--- src/rtl/mci_params.svh ---
// constants for the motor serial command interpreter
`ifndef MCI_PARAMS_SVH
`define MCI_PARAMS_SVH
`define MCI_CLK_HZ   125000000
`define MCI_BAUD_SMP 9600
`define MCI_BAUD_ADV 19200
`define MCI_STOP_S   3
`define MCI_RFS_MS   1000
`define MCI_TMO_MS   10
`define MCI_MS_PER_S 1000
`define MCI_ADR_RST  7'h00
`define MCI_MASK7    8'h7F
`define MCI_S_SPD    8'h80
`define MCI_S_THR    8'h89
`define MCI_S_DIR    8'h8A
`define MCI_S_SVL    8'hA0
`define MCI_S_SVH    8'hA1
`define MCI_S_AUTO   8'hE0
`define MCI_S_MAN    8'hE1
`define MCI_S_KNOB   8'hE2
`define MCI_S_RD0    8'hC0
`define MCI_S_RD9    8'hC9
`define MCI_S_CUR    8'hCA
`define MCI_S_SUP    8'hCC
`define MCI_S_SIN    8'hCD
`define MCI_S_HT     8'hCE
`define MCI_S_BT     8'hCF
`define MCI_S_STL    8'hD0
`define MCI_S_STH    8'hD1
`define MCI_S_C1L    8'hD2
`define MCI_S_C1H    8'hD3
`define MCI_S_C2L    8'hD4
`define MCI_S_C2H    8'hD5
`define MCI_S_SWV    8'hDE
`define MCI_S_HWV    8'hDF
`define MCI_DIR_MAX  8'h03
`define MCI_A_SPD    6'h00
`define MCI_A_GAP    6'h01
`define MCI_A_THR    6'h09
`define MCI_A_HT     6'h0A
`define MCI_A_BT     6'h0B
`define MCI_A_SUP    6'h10
`define MCI_A_SIN    6'h11
`define MCI_A_CUR    6'h12
`define MCI_A_STS    6'h30
`define MCI_A_SAV    6'h32
`define MCI_A_CF1    6'h34
`define MCI_A_CF2    6'h35
`define MCI_A_ADR    6'h3C
`define MCI_A_SWV    6'h3E
`define MCI_A_HWV    6'h3F
`define MCI_R_CFG    8'h00
`define MCI_R_DAT    8'h04
`define MCI_R_CMD    8'h08
`define MCI_R_STS    8'h0C
`define MCI_R_RDT    8'h10
`define MCI_HSIZE_W  3'h2
`endif

--- src/rtl/mci_pkg.sv ---
// types and checksum shared by both ends
`include "mci_params.svh"
package mci_pkg;
  typedef enum logic [2:0] {S_IDLE, S_DATA, A_CMD, A_D1, A_D2, A_CHK} mci_dst_t;
  typedef enum logic [1:0] {H_IDLE, H_SEND, H_WAIT} mci_hst_t;
  typedef logic [9:0][11:0] mci_prm_t;
  typedef struct packed {
    logic s1; logic s2; logic ron; logic [15:0] rcnt; logic [3:0] rbit;
    logic [7:0] rsh; logic rv; logic [7:0] rd; logic ton; logic [15:0] tcnt;
    logic [3:0] tbit; logic [9:0] tsh; logic tx;
  } mci_uart_t;
  typedef struct packed {
    logic m1; logic m2; logic adv; mci_dst_t st; logic [7:0] cmd;
    logic [6:0] d1; logic [6:0] d2; logic [6:0] adr; mci_prm_t prm;
    logic [1:0] dir; logic [13:0] sav; logic [13:0] cf1; logic [13:0] cf2;
    logic ser; logic ast; logic [28:0] tmr; logic [2:0][7:0] q;
    logic [1:0] qn; logic [1:0] qi;
  } mci_dev_t;
  typedef struct packed {
    mci_hst_t st; logic [6:0] adr; logic adv; logic rfs; logic [6:0] d1;
    logic [6:0] d2; logic [7:0] cmd; logic done; logic err; logic tmo;
    logic [6:0] rd1; logic [6:0] rd2; logic [4:0][7:0] q; logic [2:0] qn;
    logic [2:0] qi; logic [1:0] rn; logic [1:0] rc; logic [23:0] tc;
    logic [26:0] rt; logic [6:0] sd1; logic [6:0] sd2; logic svld;
    logic aw; logic [7:0] aa; logic [31:0] hrd;
  } mci_host_t;

  function automatic logic [6:0] mci_csum(input logic [6:0] c, input logic [6:0] a,
                                          input logic [6:0] b);
    logic [7:0] s;
    s = {1'b0, c} + {1'b0, a} + {1'b0, b};
    s = s & `MCI_MASK7;
    return s[6:0];
  endfunction : mci_csum
endpackage : mci_pkg

--- src/rtl/mci_if.sv ---
// serial link between host and device
`timescale 1ns/1ps
interface mci_if;
  logic h2d;
  logic d2h;
  modport dev  (input h2d, output d2h);
  modport host (output h2d, input d2h);
endinterface : mci_if

--- src/rtl/mci_device.sv ---
// device end: serial command interpreter of the motor controller
//
// The placing of the registers and the AHB-Lite slave port were left to the implementer.
`timescale 1ns/1ps
`include "mci_params.svh"
// Contract
// mode switch selects simple or addressed protocol
// characters are 1 start, 8 data, 1 stop
// simple protocol runs at 9600 baud
// addressed protocol runs at 19200 baud
// host writes command then data 0x00-7F
// decode writes 0x80, 0x82-0x89 to parameters
// 0x8A sets direction from value 0-3
// E0 autostop serial, E1 plain serial, E2 knobs
// host refreshes speed within three seconds
// A0/A1 write low/high save flag halves
// read codes C0-CF return one byte; the code sends no answer to C1 or CB
// D0-D5, DE, DF return status, config, versions
// act only after own address, else standby
// host write frame is five bytes
// address bytes bit7 set, others clear
// write check is masked sum of three
// reply own address, or with 0x80 on error
// host waits for reply before next write
// two byte read request, three byte answer
// read check is masked sum of three
// write code equals read code plus 0x40
// frames ordered address, command, data, check
// unknown codes and broken frames change nothing
module mci_device import mci_pkg::*; #(
  parameter int         SMP_DIV  = `MCI_CLK_HZ / `MCI_BAUD_SMP,
  parameter int         ADV_DIV  = `MCI_CLK_HZ / `MCI_BAUD_ADV,
  parameter int         STOP_CYC = `MCI_STOP_S * `MCI_CLK_HZ,
  parameter logic [6:0] SW_VER   = 7'h11, // arbitrary value
  parameter logic [6:0] HW_VER   = 7'h22  // arbitrary value
) (
  input  wire logic        clk,
  input  wire logic        rst,
  mci_if.dev               link,
  input  wire logic        mode_sw,
  input  wire logic [11:0] sns_cur,
  input  wire logic [11:0] sns_sup,
  input  wire logic [11:0] sns_sin,
  input  wire logic [11:0] sns_ht,
  input  wire logic [11:0] sns_bt,
  input  wire logic [13:0] sts_bits,
  output mci_prm_t         prm,
  output logic [1:0]       dir,
  output logic [13:0]      save_bits,
  output logic [13:0]      cfg1,
  output logic [13:0]      cfg2,
  output logic             serial_ctrl,
  output logic             autostop_en,
  output logic             adv_mode
);
  localparam mci_dev_t RST = '{st: S_IDLE, adr: `MCI_ADR_RST, default: '0};
  mci_dev_t    r;
  mci_dev_t    n;
  logic        rx_v;
  logic [7:0]  rx_b;
  logic        tx_rdy;
  logic        tx_go;
  logic [7:0]  sm;
  logic [14:0] w;
  logic        ok;

  // value of an addressed register, bit 14 marks a known code
  function automatic logic [14:0] word(input logic [5:0] a);
    word = {1'b1, 14'h0};
    case (a)
      `MCI_A_HT:  word[13:0] = {2'b0, sns_ht};
      `MCI_A_BT:  word[13:0] = {2'b0, sns_bt};
      `MCI_A_SUP: word[13:0] = {2'b0, sns_sup};
      `MCI_A_SIN: word[13:0] = {2'b0, sns_sin};
      `MCI_A_CUR: word[13:0] = {2'b0, sns_cur};
      `MCI_A_STS: word[13:0] = sts_bits;
      `MCI_A_SAV: word[13:0] = r.sav;
      `MCI_A_CF1: word[13:0] = r.cf1;
      `MCI_A_CF2: word[13:0] = r.cf2;
      `MCI_A_SWV: word[13:0] = {7'h0, SW_VER};
      `MCI_A_HWV: word[13:0] = {7'h0, HW_VER};
      default: begin
        if (a <= `MCI_A_THR && a != `MCI_A_GAP) begin
          word[13:0] = {2'b0, r.prm[a[3:0]]};
        end else begin
          word[14] = 1'b0;
        end
      end
    endcase
  endfunction : word

  // one-byte answer of the simple protocol, bit 7 marks a known code
  function automatic logic [7:0] smp(input logic [7:0] c);
    logic [5:0]  a;
    logic        raw;
    logic        v;
    logic [14:0] x;
    a = {2'b0, c[3:0]};
    raw = 1'b0;
    v = 1'b1;
    case (c)
      `MCI_S_CUR: a = `MCI_A_CUR;
      `MCI_S_SUP: a = `MCI_A_SUP;
      `MCI_S_SIN: a = `MCI_A_SIN;
      `MCI_S_HT: begin
        a = `MCI_A_HT;
        raw = 1'b1;
      end
      `MCI_S_BT: begin
        a = `MCI_A_BT;
        raw = 1'b1;
      end
      `MCI_S_STL, `MCI_S_STH: begin
        a = `MCI_A_STS;
        raw = 1'b1;
      end
      `MCI_S_C1L, `MCI_S_C1H: begin
        a = `MCI_A_CF1;
        raw = 1'b1;
      end
      `MCI_S_C2L, `MCI_S_C2H: begin
        a = `MCI_A_CF2;
        raw = 1'b1;
      end
      `MCI_S_SWV: begin
        a = `MCI_A_SWV;
        raw = 1'b1;
      end
      `MCI_S_HWV: begin
        a = `MCI_A_HWV;
        raw = 1'b1;
      end
      default: v = (c >= `MCI_S_RD0 && c <= `MCI_S_RD9);
    endcase
    x = word(a);
    if (raw) begin
      smp = {v & x[14], x[6:0]};
      if (c[0] && c >= `MCI_S_STL && c <= `MCI_S_C2H) begin
        smp[6:0] = x[13:7];
      end
    end else begin
      smp = {v & x[14], x[11:5]};
    end
  endfunction : smp

  // store a value at an addressed register, unknown codes ignored
  function automatic mci_dev_t put(input mci_dev_t s, input logic [5:0] a,
                                   input logic [13:0] v);
    put = s;
    case (a)
      `MCI_A_SAV: put.sav = v;
      `MCI_A_CF1: put.cf1 = v;
      `MCI_A_CF2: put.cf2 = v;
      `MCI_A_ADR: put.adr = v[6:0];
      default: begin
        if (a <= `MCI_A_THR && a != `MCI_A_GAP) begin
          put.prm[a[3:0]] = v[11:0];
        end
      end
    endcase
    if (a == `MCI_A_SPD) begin
      put.tmr = '0;
    end
  endfunction : put

  mci_uart u_uart (
    .clk      (clk),
    .rst      (rst),
    .div      (r.adv ? 16'(ADV_DIV) : 16'(SMP_DIV)),
    .rx       (link.h2d),
    .rx_valid (rx_v),
    .rx_data  (rx_b),
    .tx_start (tx_go),
    .tx_data  (r.q[r.qi]),
    .tx_rdy   (tx_rdy),
    .tx       (link.d2h)
  );

  assign tx_go = (r.qi != r.qn) && tx_rdy;

  always_comb begin
    n = r;
    sm = smp(rx_b);
    w = word(rx_b[5:0]);
    ok = (rx_b[6:0] == mci_csum(r.cmd[6:0], r.d1, r.d2));
    n.m1 = mode_sw;
    n.m2 = r.m1;
    if (tx_go) begin
      n.qi = r.qi + 2'd1;
    end
    if (r.ser && r.ast) begin
      if (r.tmr == 29'(STOP_CYC - 1)) begin
        n.dir = '0;
      end else begin
        n.tmr = r.tmr + 29'd1;
      end
    end
    if (r.m2 != r.adv) begin
      n.adv = r.m2;
      n.st = S_IDLE;
      n.qn = '0;
      n.qi = '0;
    end else if (rx_v && !r.adv) begin
      if (rx_b[7]) begin
        n.st = S_IDLE;
        n.cmd = rx_b;
        if (rx_b == `MCI_S_AUTO || rx_b == `MCI_S_MAN) begin
          n.ser = 1'b1;
          n.ast = (rx_b == `MCI_S_AUTO);
          n.tmr = '0;
        end else if (rx_b == `MCI_S_KNOB) begin
          n.ser = 1'b0;
          n.ast = 1'b0;
        end else if ((rx_b >= `MCI_S_SPD && rx_b <= `MCI_S_DIR && rx_b[3:0] != 4'h1)
                     || rx_b == `MCI_S_SVL || rx_b == `MCI_S_SVH) begin
          n.st = S_DATA;
        end else if (sm[7]) begin
          n.q[0] = {1'b0, sm[6:0]};
          n.qn = 2'd1;
          n.qi = '0;
        end
      end else if (r.st == S_DATA) begin
        n.st = S_IDLE;
        if (r.cmd == `MCI_S_DIR) begin
          if (rx_b <= `MCI_DIR_MAX) begin
            n.dir = rx_b[1:0];
          end
        end else if (r.cmd == `MCI_S_SVL) begin
          n = put(n, `MCI_A_SAV, {r.sav[13:7], rx_b[6:0]});
        end else if (r.cmd == `MCI_S_SVH) begin
          n = put(n, `MCI_A_SAV, {rx_b[6:0], r.sav[6:0]});
        end else begin
          n = put(n, {2'b0, r.cmd[3:0]}, {2'b0, rx_b[6:0], 5'h0});
        end
      end
    end else if (rx_v) begin
      if (rx_b[7]) begin
        n.st = (rx_b[6:0] == r.adr) ? A_CMD : S_IDLE;
      end else begin
        unique case (r.st)
          S_IDLE, S_DATA: n.st = r.st;
          A_CMD: begin
            n.cmd = rx_b;
            if (rx_b[6]) begin
              n.st = A_D1;
            end else if (w[14]) begin
              n.q[0] = {1'b0, w[13:7]};
              n.q[1] = {1'b0, w[6:0]};
              n.q[2] = {1'b0, mci_csum(rx_b[6:0], w[13:7], w[6:0])};
              n.qn = 2'd3;
              n.qi = '0;
            end
          end
          A_D1: begin
            n.d1 = rx_b[6:0];
            n.st = A_D2;
          end
          A_D2: begin
            n.d2 = rx_b[6:0];
            n.st = A_CHK;
          end
          A_CHK: begin
            n.st = A_CMD;
            n.q[0] = {!ok, r.adr};
            n.qn = 2'd1;
            n.qi = '0;
            if (ok) begin
              n = put(n, r.cmd[5:0], {r.d1, r.d2});
            end
          end
        endcase
      end
    end
  end

  always_ff @(posedge clk or posedge rst) begin
    if (rst) begin
      r <= RST;
    end else begin
      r <= n;
    end
  end

  assign prm         = r.prm;
  assign dir         = r.dir;
  assign save_bits   = r.sav;
  assign cfg1        = r.cf1;
  assign cfg2        = r.cf2;
  assign serial_ctrl = r.ser;
  assign autostop_en = r.ast;
  assign adv_mode    = r.adv;
endmodule : mci_device

--- src/rtl/mci_uart.sv ---
// 8n1 serial receiver and transmitter with run-time bit period
`timescale 1ns/1ps
`include "mci_params.svh"
module mci_uart import mci_pkg::*; (
  input  wire logic        clk,
  input  wire logic        rst,
  input  wire logic [15:0] div,
  input  wire logic        rx,
  output logic             rx_valid,
  output logic [7:0]       rx_data,
  input  wire logic        tx_start,
  input  wire logic [7:0]  tx_data,
  output logic             tx_rdy,
  output logic             tx
);
  localparam mci_uart_t RST = '{s1: 1'b1, s2: 1'b1, tx: 1'b1, default: '0};
  mci_uart_t r;
  mci_uart_t n;

  always_comb begin
    n = r;
    n.s1 = rx;
    n.s2 = r.s1;
    n.rv = 1'b0;
    if (!r.ron) begin
      if (!r.s2) begin
        n.ron = 1'b1;
        n.rcnt = div >> 1;
        n.rbit = '0;
      end
    end else if (r.rcnt != '0) begin
      n.rcnt = r.rcnt - 16'd1;
    end else begin
      n.rcnt = div - 16'd1;
      n.rbit = r.rbit + 4'd1;
      if (r.rbit == 4'd0) begin
        n.ron = !r.s2;
      end else if (r.rbit == 4'd9) begin
        n.ron = 1'b0;
        n.rv = r.s2;
        n.rd = r.rsh;
      end else begin
        n.rsh = {r.s2, r.rsh[7:1]};
      end
    end
    if (!r.ton) begin
      if (tx_start) begin
        n.ton = 1'b1;
        n.tsh = {1'b1, tx_data, 1'b0};
        n.tcnt = div - 16'd1;
        n.tbit = '0;
      end
    end else if (r.tcnt != '0) begin
      n.tcnt = r.tcnt - 16'd1;
    end else begin
      n.tcnt = div - 16'd1;
      n.tsh = {1'b1, r.tsh[9:1]};
      n.tbit = r.tbit + 4'd1;
      n.ton = (r.tbit != 4'd9);
    end
    n.tx = n.ton ? n.tsh[0] : 1'b1;
  end

  always_ff @(posedge clk or posedge rst) begin
    if (rst) begin
      r <= RST;
    end else begin
      r <= n;
    end
  end

  assign rx_valid = r.rv;
  assign rx_data  = r.rd;
  assign tx_rdy   = !r.ton;
  assign tx       = r.tx;
endmodule : mci_uart

--- src/flat_wrapper.sv ---
// flat-port wrapper written by rule: the top's interface ports become plain ports
module mci_device_flat import mci_pkg::*;
#(
  parameter int         SMP_DIV  = `MCI_CLK_HZ / `MCI_BAUD_SMP,
  parameter int         ADV_DIV  = `MCI_CLK_HZ / `MCI_BAUD_ADV,
  parameter int         STOP_CYC = `MCI_STOP_S * `MCI_CLK_HZ,
  parameter logic [6:0] SW_VER   = 7'h11,                   
  parameter logic [6:0] HW_VER   = 7'h22                    
)
  (clk, rst, mode_sw, sns_cur, sns_sup, sns_sin, sns_ht, sns_bt, sts_bits, prm, dir, save_bits, cfg1, cfg2, serial_ctrl, autostop_en, adv_mode, link_h2d, link_d2h);
  mci_if link_i ();
  input  wire logic clk;
  input  wire logic rst;
  input  wire logic mode_sw;
  input  wire logic [11:0] sns_cur;
  input  wire logic [11:0] sns_sup;
  input  wire logic [11:0] sns_sin;
  input  wire logic [11:0] sns_ht;
  input  wire logic [11:0] sns_bt;
  input  wire logic [13:0] sts_bits;
  output mci_prm_t prm;
  output logic [1:0] dir;
  output logic [13:0] save_bits;
  output logic [13:0] cfg1;
  output logic [13:0] cfg2;
  output logic serial_ctrl;
  output logic autostop_en;
  output logic adv_mode;
  input wire logic [$bits(link_i.h2d)-1:0] link_h2d;
  output wire logic [$bits(link_i.d2h)-1:0] link_d2h;
  assign link_i.h2d = link_h2d;
  assign link_d2h = link_i.d2h;
  mci_device #(.SMP_DIV(SMP_DIV), .ADV_DIV(ADV_DIV), .STOP_CYC(STOP_CYC), .SW_VER(SW_VER), .HW_VER(HW_VER)) u_core (.clk(clk), .rst(rst), .link(link_i), .mode_sw(mode_sw), .sns_cur(sns_cur), .sns_sup(sns_sup), .sns_sin(sns_sin), .sns_ht(sns_ht), .sns_bt(sns_bt), .sts_bits(sts_bits), .prm(prm), .dir(dir), .save_bits(save_bits), .cfg1(cfg1), .cfg2(cfg2), .serial_ctrl(serial_ctrl), .autostop_en(autostop_en), .adv_mode(adv_mode));
endmodule
--- config.mk ---
export PLATFORM = sky130hd
export DESIGN_NAME = mci_device_flat
export DESIGN_NICKNAME = d
export VERILOG_FILES = /design/src/rtl/mci_pkg.sv /design/src/rtl/mci_if.sv /design/src/rtl/mci_device.sv /design/src/rtl/mci_uart.sv /design/src/flat_wrapper.sv
export VERILOG_INCLUDE_DIRS = /design/src /design/src/rtl
export SDC_FILE = /design/constraint.sdc
export NUM_CORES = 1
export LEC_CHECK = 0
export BUFFER_PORTS_ARGS = -buffer_cell sky130_fd_sc_hd__buf_2
export CAP_MARGIN = 20
export CELL_PAD_IN_SITES_DETAIL_PLACEMENT = 0
export CELL_PAD_IN_SITES_GLOBAL_PLACEMENT = 1
export CORE_MARGIN = 1
export CORE_UTILIZATION = 46
export DETAILED_ROUTE_END_ITERATION = 6
export HOLD_SLACK_MARGIN = 0.08
export PLACE_DENSITY = 0.93
export SYNTH_ARGS = -nofsm -noshare
export SYNTH_HDL_FRONTEND = slang
export SYNTH_HIERARCHICAL = 1
export SYNTH_SLANG_ARGS = --single-unit
export TNS_END_PERCENT = 1
--- constraint.sdc ---
create_clock -name clk -period 11.3 [get_ports clk]
set_clock_uncertainty 0.15 [all_clocks]
set_input_delay 1.695 -clock clk [delete_from_list [all_inputs] [get_ports clk]]
set_output_delay 1.695 -clock clk [all_outputs]
set_load 0.005 [all_outputs]
==> summary.txt, run 1 <==
Run status
  • Outcome: finished clean

Power and ir drop
  • Total power per unit cell area: 115 nW/um^2
  • Worst voltage drop across the vdd grid: 0.139 mV
  • Leakage power total: 10.5 nW

Min path
  • Class of the tightest hold or removal check: reg -> reg
  • Critical hold path startpoint: u_core/r[257]
  • Instance count along the most critical hold path: 0
  • Min-Delay Endpoint: u_core/r[256]

Synthesis
  • Share of flip-flops with an asynchronous set or reset: 100%
  • Cells after synthesis: 2374
  • Cell variety after synth: 89
  • Cell taking the most area after synthesis: sky130_fd_sc_hd__dfrtp_1
  • Sequential area share after synthesis: 38.4%
  • Synthesized-area fraction occupied by xor and xnor cells: 3.53%
  • Cell area after synthesis: 21400 um^2
  • Count of flip-flops with a built-in enable after synthesis: 0
  • Most used flip-flop cell after synthesis: sky130_fd_sc_hd__dfrtp_1
  • Dominant combinational cell family by area after synthesis: compound AO/OA/AOI/OAI gates
  • Post-synthesis adder-cell area fraction: 2.78%
  • Simple-Gate Fraction of Synth Area: 17.5%
  • Register bit total from synthesis: 328
  • Top cells by area in the synthesized netlist: sky130_fd_sc_hd__dfrtp_1, sky130_fd_sc_hd__buf_4, sky130_fd_sc_hd__nand2_1, sky130_fd_sc_hd__mux2_2, sky130_fd_sc_hd__o21ai_0
  • Total number of yosys warnings: 6
  • Share of the synthesized area in the top cell type: 38.1%
  • Mux share of post-synthesis cell area: 9.06%
  • Post-synthesis compound-gate area fraction: 18.6%
  • Synthesized area divided by synthesized cell count: 9.00 um^2

Detailed routing
  • Remaining antenna violation count: 0
  • Total wire length after detailed routing: 81900 um
  • Number of design rule violations left after detail routing: 0
  • Final routed wire length divided by cell count: 27.0 um
  • Via count: 19674
  • 1st-pass router iterations: 7
  • First DRT Iteration DRCs: 2535
  • Routed via count divided by cell count: 6.49

Worst setup path
  • Nature of the critical path startpoint: flop
  • Category of the worst setup path capture point: flop
  • Critical R2R Capture: u_core/r[26]
  • Minimum setup slack among reg-to-reg paths: 5780 ps
  • Logic depth of the worst register-to-register path: 16
  • Maximum fanout along the worst path: 57
  • Required time at the worst-slack endpoint: 11630 ps
  • Source of the worst register-to-register timing path: u_core/u_uart/rx_data[1]
  • Type of the worst setup path: reg -> reg
  • Arrival time worst endpoint: 5850 ps

Timing
  • Highest clock rate: 181 MHz
  • Pin slew with the least headroom to its limit: 1120 ps
  • TNS Setup: 0 ps
  • Count of endpoints failing hold in the final timing report: 0
  • Remaining max-slew budget at the tightest pin: 24.5%
  • Final critical delay including setup and external delays: 5520 ps
  • RSZ-0062 raised after global routing: false
  • Number of pins exceeding their max-slew limit in the final report: 0
  • Setup Viol. Count Final: 0
  • Final worst path period share: 48.9%

Layout
  • Number of cells in the finished layout apart from fillers: 3032
  • Post-layout nets: 2518
  • Share of layout cells above drive strength 1: 20.1%
  • Area growth, synth to finish: 8.68%
  • Share of the core filled with cells: 50.9%

CTS
  • Post-CTS Setup Repair Bufs: 0
  • CTS HTree Levels: 2
  • Skew-Pair Late Insertion Delay: 560 ps
  • Cell chosen for the clock root: sky130_fd_sc_hd__clkbuf_16
  • Total of cells resized after clock tree synthesis: 0
  • Clock transition at the registers of the reported paths: 60 ps
  • Maximum count of clock buffers along a single path: 3
  • # clock sinks: 328
  • CTS buffer count: 38
  • TritonCTS clock tree: built
  • # hold bufs at CTS: 0

Global routing
  • Maximum number of pins on one net before global-route repair: 137
  • Overall track demand over capacity in global routing: 34.2%
  • Global-route wire length before repair: 121000 um
  • Number of global-route vias before repair: 18415
  • GR Overflow Total: 0
  • Number of antenna violations at the first check in global routing: 1

Floorplan
  • Die Wd: 217 um
  • Vertical extent of the die: 217 um
  • Starting density of the core: 46.9%
  • IO Pins: 246
  • Area of the die: 47300 um^2
  • Num rows: 78
  • Area of the placeable core: 45600 um^2

Place
  • Final weighted congestion in routability-driven placement: 1.02
  • Placed wire-length estimate: 59800 um
  • Number of input and output port buffers inserted: 245
  • # placed instances: 2955

Run
  • Count of max-cap constraint violations: 0
==> state kept, by name, summed over array words and instances, names as in the netlist <==
signal and cells:
u_core/prm 120, u_core/u_uart/rx_data 8, u_core/serial_ctrl 1, u_core/u_uart/rx_valid 1
u_core/dir 2, u_core/u_uart/tx 1, u_core/r 89, u_core/u_uart/n 1
u_core/adv_mode 1, u_core/autostop_en 1, u_core/cfg1 14, u_core/u_uart/r 61
u_core/cfg2 14, u_core/save_bits 14
==> area by class of cell <==
type,instances,area [um^2]
diodes,2,5.00
inverters,56,218
multi-input cells,1689,11200
well taps,600,751
clock inverters,10,87.6
repair buffers,288,1570
fillers,4180,22400
clock buffers,59,1170
flip-flops and latches,328,8220
==> worst max-delay path, stage by stage, from the launching register on <==
cell and delay, ps:
sky130_fd_sc_hd__dfrtp_2 500, sky130_fd_sc_hd__buf_4 640, sky130_fd_sc_hd__and3b_1 430, sky130_fd_sc_hd__nor3_1 190, sky130_fd_sc_hd__buf_4 250, sky130_fd_sc_hd__a22o_1 250
sky130_fd_sc_hd__nor3_1 680, sky130_fd_sc_hd__a21boi_0 660, sky130_fd_sc_hd__fa_1 540, sky130_fd_sc_hd__inv_1 70, sky130_fd_sc_hd__ha_1 230, sky130_fd_sc_hd__inv_1 90
sky130_fd_sc_hd__o21bai_1 80, sky130_fd_sc_hd__a21oi_1 180, sky130_fd_sc_hd__xnor2_1 170, sky130_fd_sc_hd__mux2i_1 120, sky130_fd_sc_hd__mux2i_1 160
==> cells in the mapped netlist, types with 19 or more instances <==
cell,count
sky130_fd_sc_hd__a21o_1,26
sky130_fd_sc_hd__a21oi_1,70
sky130_fd_sc_hd__a221oi_1,27
sky130_fd_sc_hd__a22oi_1,42
sky130_fd_sc_hd__and3_1,23
sky130_fd_sc_hd__buf_2,37
sky130_fd_sc_hd__buf_4,172
sky130_fd_sc_hd__clkbuf_1,107
sky130_fd_sc_hd__dfrtp_1,325
sky130_fd_sc_hd__ha_1,25
sky130_fd_sc_hd__inv_1,54
sky130_fd_sc_hd__mux2_2,82
sky130_fd_sc_hd__mux2i_1,74
sky130_fd_sc_hd__nand2_1,309
sky130_fd_sc_hd__nand3_1,89
sky130_fd_sc_hd__nand4_1,23
sky130_fd_sc_hd__nor2_1,144
sky130_fd_sc_hd__nor2b_1,19
sky130_fd_sc_hd__nor3_1,49
sky130_fd_sc_hd__nor4_1,19
sky130_fd_sc_hd__o211ai_1,25
sky130_fd_sc_hd__o21ai_0,167
sky130_fd_sc_hd__o21ai_1,28
sky130_fd_sc_hd__o31ai_1,27
sky130_fd_sc_hd__xnor2_1,40
sky130_fd_sc_hd__xor2_1,46
==> placed cells by master, fill, tap and decap left out, drive strengths merged, types with 26 or more instances in the layout <==
cell | netlist | final
dfrtp | 325 | 325
nand2 | 310 | 310
buf | 226 | 286
o21ai | 195 | 195
nor2 | 145 | 145
nand3 | 89 | 89
mux2 | 82 | 82
mux2i | 74 | 74
a21oi | 71 | 71
clkbuf | 107 | 61
inv | 54 | 55
nor3 | 49 | 49
xor2 | 46 | 46
a22oi | 42 | 42
xnor2 | 40 | 40
conb | 2 | 34
o31ai | 28 | 28
a221oi | 27 | 27
a21o | 26 | 26
==> routing by layer <==
metal  vias to the layer above  share of wire, %  global-route usage [%]
met5                         -             0.013                       0
met3                       241               9.7                    6.19
met2                      1262                44                    51.1
li1                       8430                 -                       -
met4                         2               4.6                    14.7
met1                      9739                41                    48.3
==> stage by stage <==
stage	area (um^2)	power (mW)	hold slack [ps]	setup slack (ps)
final	23200	2.68	204	5780
after global routing	23200	2.76	214	5600
after detailed placement	21900	1.44	197	5990
after floorplan	21500	1.37	181	2410
after CTS	23100	2.69	206	5960
after global placement	21900	1.44	187	5920
==> where the power goes <==
part	internal (mW)	switching [mW]	total [mW]	leakage [nW]
registers	1.19	0.0276	1.22	4.35
logic	0.0730	0.132	0.205	5.58
clock network	0.740	0.515	1.25	0.617
total	2.00	0.674	2.68	10.5
==> worst max path at each step <==
stage	from	end	slack, ps	depth (start not counted)
CTS	u_core/u_uart/rx_data[1]	u_core/r[26]	5960	16
detailed placement	u_core/u_uart/rx_data[1]	u_core/r[26]	5990	16
global route	u_core/u_uart/rx_data[1]	u_core/r[26]	5600	16
global placement	u_core/u_uart/rx_data[1]	u_core/r[26]	5920	16
floorplan	rst	u_core/adv_mode	2410	1
finish	u_core/u_uart/rx_data[1]	u_core/r[26]	5780	16
==> cell families after synthesis <==
logic type / count (synthesis)
compound gates: 583
xor+xnor: 86
fa+ha+maj: 39
buf+inv: 389
flops: 328
mux: 168
other cells: 2
simple gates: 779
Power figures use the tool's default switching activity.
==> inputs of run 2 (changes only) <==
- ABC_AREA: unset -> 1
- CORE_UTILIZATION: 46 -> 40
- PLACE_DENSITY: 0.93 -> 0.89
- clock period: 11.3 -> 4.71 ns (I/O delays scaled with it)
==> run 2 against run 1 <==
Critical path depth down 1. Sequential power grew 140%. Worst hold slack worse by 88 ps. Register-to-register slack lost 5600 ps. Final cell count is 30% higher. Global-route usage down 5.0 points. Maximum frequency is 22% higher. Power up 140%. Area after synthesis is 4.4% higher. Core utilization decreased by 6.1 points.
==> summary.txt, run 2 <==
Detailed routing
  • 1st-pass router iterations: 6
  • Remaining antenna violation count: 0
  • First DRT Iteration DRCs: 2766
  • Routed metal-1 wirelength: 35500 um
  • Uppermost layer routed: met5
  • Routed wl met3: 8950 um
  • Number of design rule violations left after detail routing: 0
  • Final routed wire length divided by cell count: 21.2 um
  • Via count: 21880
  • Met2 WL: 35800 um
  • Total wire length after detailed routing: 83500 um
  • Routed via count divided by cell count: 5.56

Layout
  • Post-layout nets: 3275
  • Largest register FFs: 120
  • Number of diodes added for antenna fixing: 0
  • Share of the core filled with cells: 44.8%
  • Share of layout cells above drive strength 1: 16.9%
  • Commonest cells after routing, fill and taps aside: sky130_fd_sc_hd__nand2_1, sky130_fd_sc_hd__dfrtp_1, sky130_fd_sc_hd__nor2_1
  • Number of cells in the finished layout apart from fillers: 3934
  • Area growth, synth to finish: 10.8%
  • Most common cell after layout, fill and taps aside: sky130_fd_sc_hd__nand2_1
  • Filler Cell Count: 5720

Synthesis
  • Total number of yosys warnings: 6
  • Cell variety after synth: 68
  • Most used flip-flop cell after synthesis: sky130_fd_sc_hd__dfrtp_1
  • Library cell with the highest instance count after synthesis: sky130_fd_sc_hd__nand2_1
  • Top cells by area in the synthesized netlist: sky130_fd_sc_hd__dfrtp_1, sky130_fd_sc_hd__nand2_1, sky130_fd_sc_hd__buf_4, sky130_fd_sc_hd__nor2_1, sky130_fd_sc_hd__nand3_1
  • Cell taking the most area after synthesis: sky130_fd_sc_hd__dfrtp_1
  • Sequential area share after synthesis: 36.8%
  • Cell area after synthesis: 22300 um^2
  • Count of flip-flops with a built-in enable after synthesis: 0
  • Synthesized area divided by synthesized cell count: 7.35 um^2
  • Share of the synthesized area in the top cell type: 36.5%
  • Cells after synthesis: 3034
  • Top post-synthesis cells by count: sky130_fd_sc_hd__nand2_1, sky130_fd_sc_hd__dfrtp_1, sky130_fd_sc_hd__nor2_1, sky130_fd_sc_hd__inv_1, sky130_fd_sc_hd__nand3_1
  • Share of flip-flops with an asynchronous set or reset: 100%
  • Register bit total from synthesis: 328

Floorplan
  • Vertical extent of the die: 238 um
  • Area of the die: 56700 um^2
  • Num rows: 86
  • Area of the placeable core: 55100 um^2
  • Die Wd: 238 um
  • IO Pins: 246
  • Starting density of the core: 40.5%

CTS
  • Clock transition at the registers of the reported paths: 60 ps
  • Maximum count of clock buffers along a single path: 3
  • CTS HTree Levels: 2
  • Skew-Pair Late Insertion Delay: 580 ps
  • TritonCTS clock tree: built
  • Cell chosen for the clock root: sky130_fd_sc_hd__clkbuf_16
  • # clock sinks: 328
  • CTS buffer count: 39

Place
  • Final weighted congestion in routability-driven placement: 1.07
  • # placed instances: 3863
  • Number of input and output port buffers inserted: 245
  • Placed wire-length estimate: 64800 um

Global routing
  • Global-route wire length before repair: 126000 um
  • Number of global-route vias before repair: 20340
  • Overall track demand over capacity in global routing: 29.1%
  • GR Overflow Total: 0
  • Number of antenna violations at the first check in global routing: 1
  • Maximum number of pins on one net before global-route repair: 98

Worst setup path
  • Arrival time worst endpoint: 4870 ps
  • Required time at the worst-slack endpoint: 5040 ps
  • Cell-by-cell listing of the critical path: fa_1 -> ha_1 -> fa_1 -> xnor2_1 -> xor2_1 -> nor4_1 -> nand3_1 -> o21bai_1 -> nor2_2 -> nand2_1 -> a21oi_4 -> nand2_2 -> nor2_4 -> nand2_1 -> o21ai_0
  • Category of the worst setup path capture point: flop
  • Maximum fanout along the worst path: 10
  • Type of the worst setup path: reg -> reg
  • Nature of the critical path startpoint: flop
  • Max stage delay on crit path: 470 ps
  • Slowest cell on crit path: sky130_fd_sc_hd__fa_1

Timing
  • RSZ-0062 raised after global routing: true
  • Pin slew with the least headroom to its limit: 1230 ps
  • Final worst path period share: 96.2%
  • Final critical delay including setup and external delays: 4530 ps
  • TNS Setup: 0 ps
  • Count of endpoints failing hold in the final timing report: 0
  • Number of pins exceeding their max-slew limit in the final report: 0
  • Setup Viol. Count Final: 0
  • Highest clock rate: 221 MHz
  • Remaining max-slew budget at the tightest pin: 17.4%

Run
  • Count of max-cap constraint violations: 0

Power and ir drop
  • Total power per unit cell area: 259 nW/um^2
  • Worst voltage drop across the vdd grid: 0.209 mV
  • Power, Total: 6.39 mW
  • Leakage power total: 11.7 nW

Run status
  • Outcome: finished clean

Min path
  • Class of the tightest hold or removal check: in -> reg
==> run 2: cell count changes after synthesis, moves of 29 or more <==
cell	change
sky130_fd_sc_hd__inv_1	+239
sky130_fd_sc_hd__nand4_1	+34
sky130_fd_sc_hd__clkbuf_1	-58
sky130_fd_sc_hd__nor2_1	+170
sky130_fd_sc_hd__nand2_1	+376
sky130_fd_sc_hd__nand3_1	+136
sky130_fd_sc_hd__o21ai_1	+55
sky130_fd_sc_hd__o21ai_0	+29
sky130_fd_sc_hd__mux2_2	-65
sky130_fd_sc_hd__o22ai_1	+46
sky130_fd_sc_hd__mux2i_1	-72
==> run 2: cells by family (layout without fill, tap and decap cells) <==
kind of cell	count (synthesis)	after routing	synth area share [%]
and+or+nand+nor	1443	1443	29.0
muxes	19	19	0.949
buffers and inverters	601	731	13.8
DFF	328	328	36.8
AOI/OAI and AO/OA	529	529	13.8
adders and majority gates	39	39	2.66
xor gates and xnor gates	73	73	2.87
other	2	24	0.0337
==> run 2: where the power goes <==
group	total (mW)	internal (mW)	leakage, nW	switching [mW]
Clock	3.00	1.76	0.601	1.24
Combinational	0.491	0.153	6.76	0.338
Sequential	2.91	2.86	4.36	0.0474
Total	6.39	4.77	11.7	1.63
==> run 2: path summary, 6_finish.rpt <==
path / start / end / slack (ps) / depth (start not counted)
max: u_core/r[230] / u_core/prm[4] / 180 / 15
min: link_h2d / u_core/u_uart/n[70] / 120 / 1
max reg2reg: u_core/r[230] / u_core/prm[4] / 180 / 15
min reg2reg: u_core/u_uart/n[70] / u_core/u_uart/r[70] / 200 / 0
max in group asynchronous: rst / u_core/prm[36] / 3150 / 3
min in group asynchronous: rst / u_core/u_uart/rx_data[3] / 190 / 2
==> run 2: timing repair <==
item / 4_1_cts / 5_1_grt
setup buffers: 0 / 0
endpoints found under the setup margin: 1 / 7
hold buffers: 0 / 0
resized for setup: 1 / 6
gates cloned: 0 / 0
==> run 2: final cells by class <==
type | instances | area (um^2) | share of cell area [%]
clock buffers | 55 | 1110 | 4.48
repair buffers | 338 | 1960 | 7.94
flip-flops and latches | 328 | 8210 | 33.3
multi-input cells | 2127 | 11100 | 44.9
clock inverters | 14 | 151 | 0.613
inverters | 324 | 1230 | 4.98
well taps | 748 | 936 | 3.79
==> run 2: through the flow <==
step	area, um^2	hold WS, ps	worst slack, ps
2_1_floorplan	22400	181	422
3_3_place_gp	23400	182	32.2
3_5_place_dp	23400	196	-6.02
4_1_cts	24700	97.4	90.3
5_1_grt	24700	119	-20.2
6_report	24700	116	179
==> run 2: worst max-delay path: cells and delay by family (launching register included) <==
kind                       cells  cell delay (ps)
and+or+nand+nor                7             1530
adders and majority gates      3             1160
AOI/OAI and AO/OA              3              750
DFF                            1              440
xor gates and xnor gates       2              400
==> run 2: routing by layer <==
metal | track usage [%] | up-vias
li1 | - | 10098
met1 | 41.7 | 10377
met2 | 42.7 | 1195
met3 | 6.43 | 208
met4 | 10.9 | 2
met5 | 0 | -
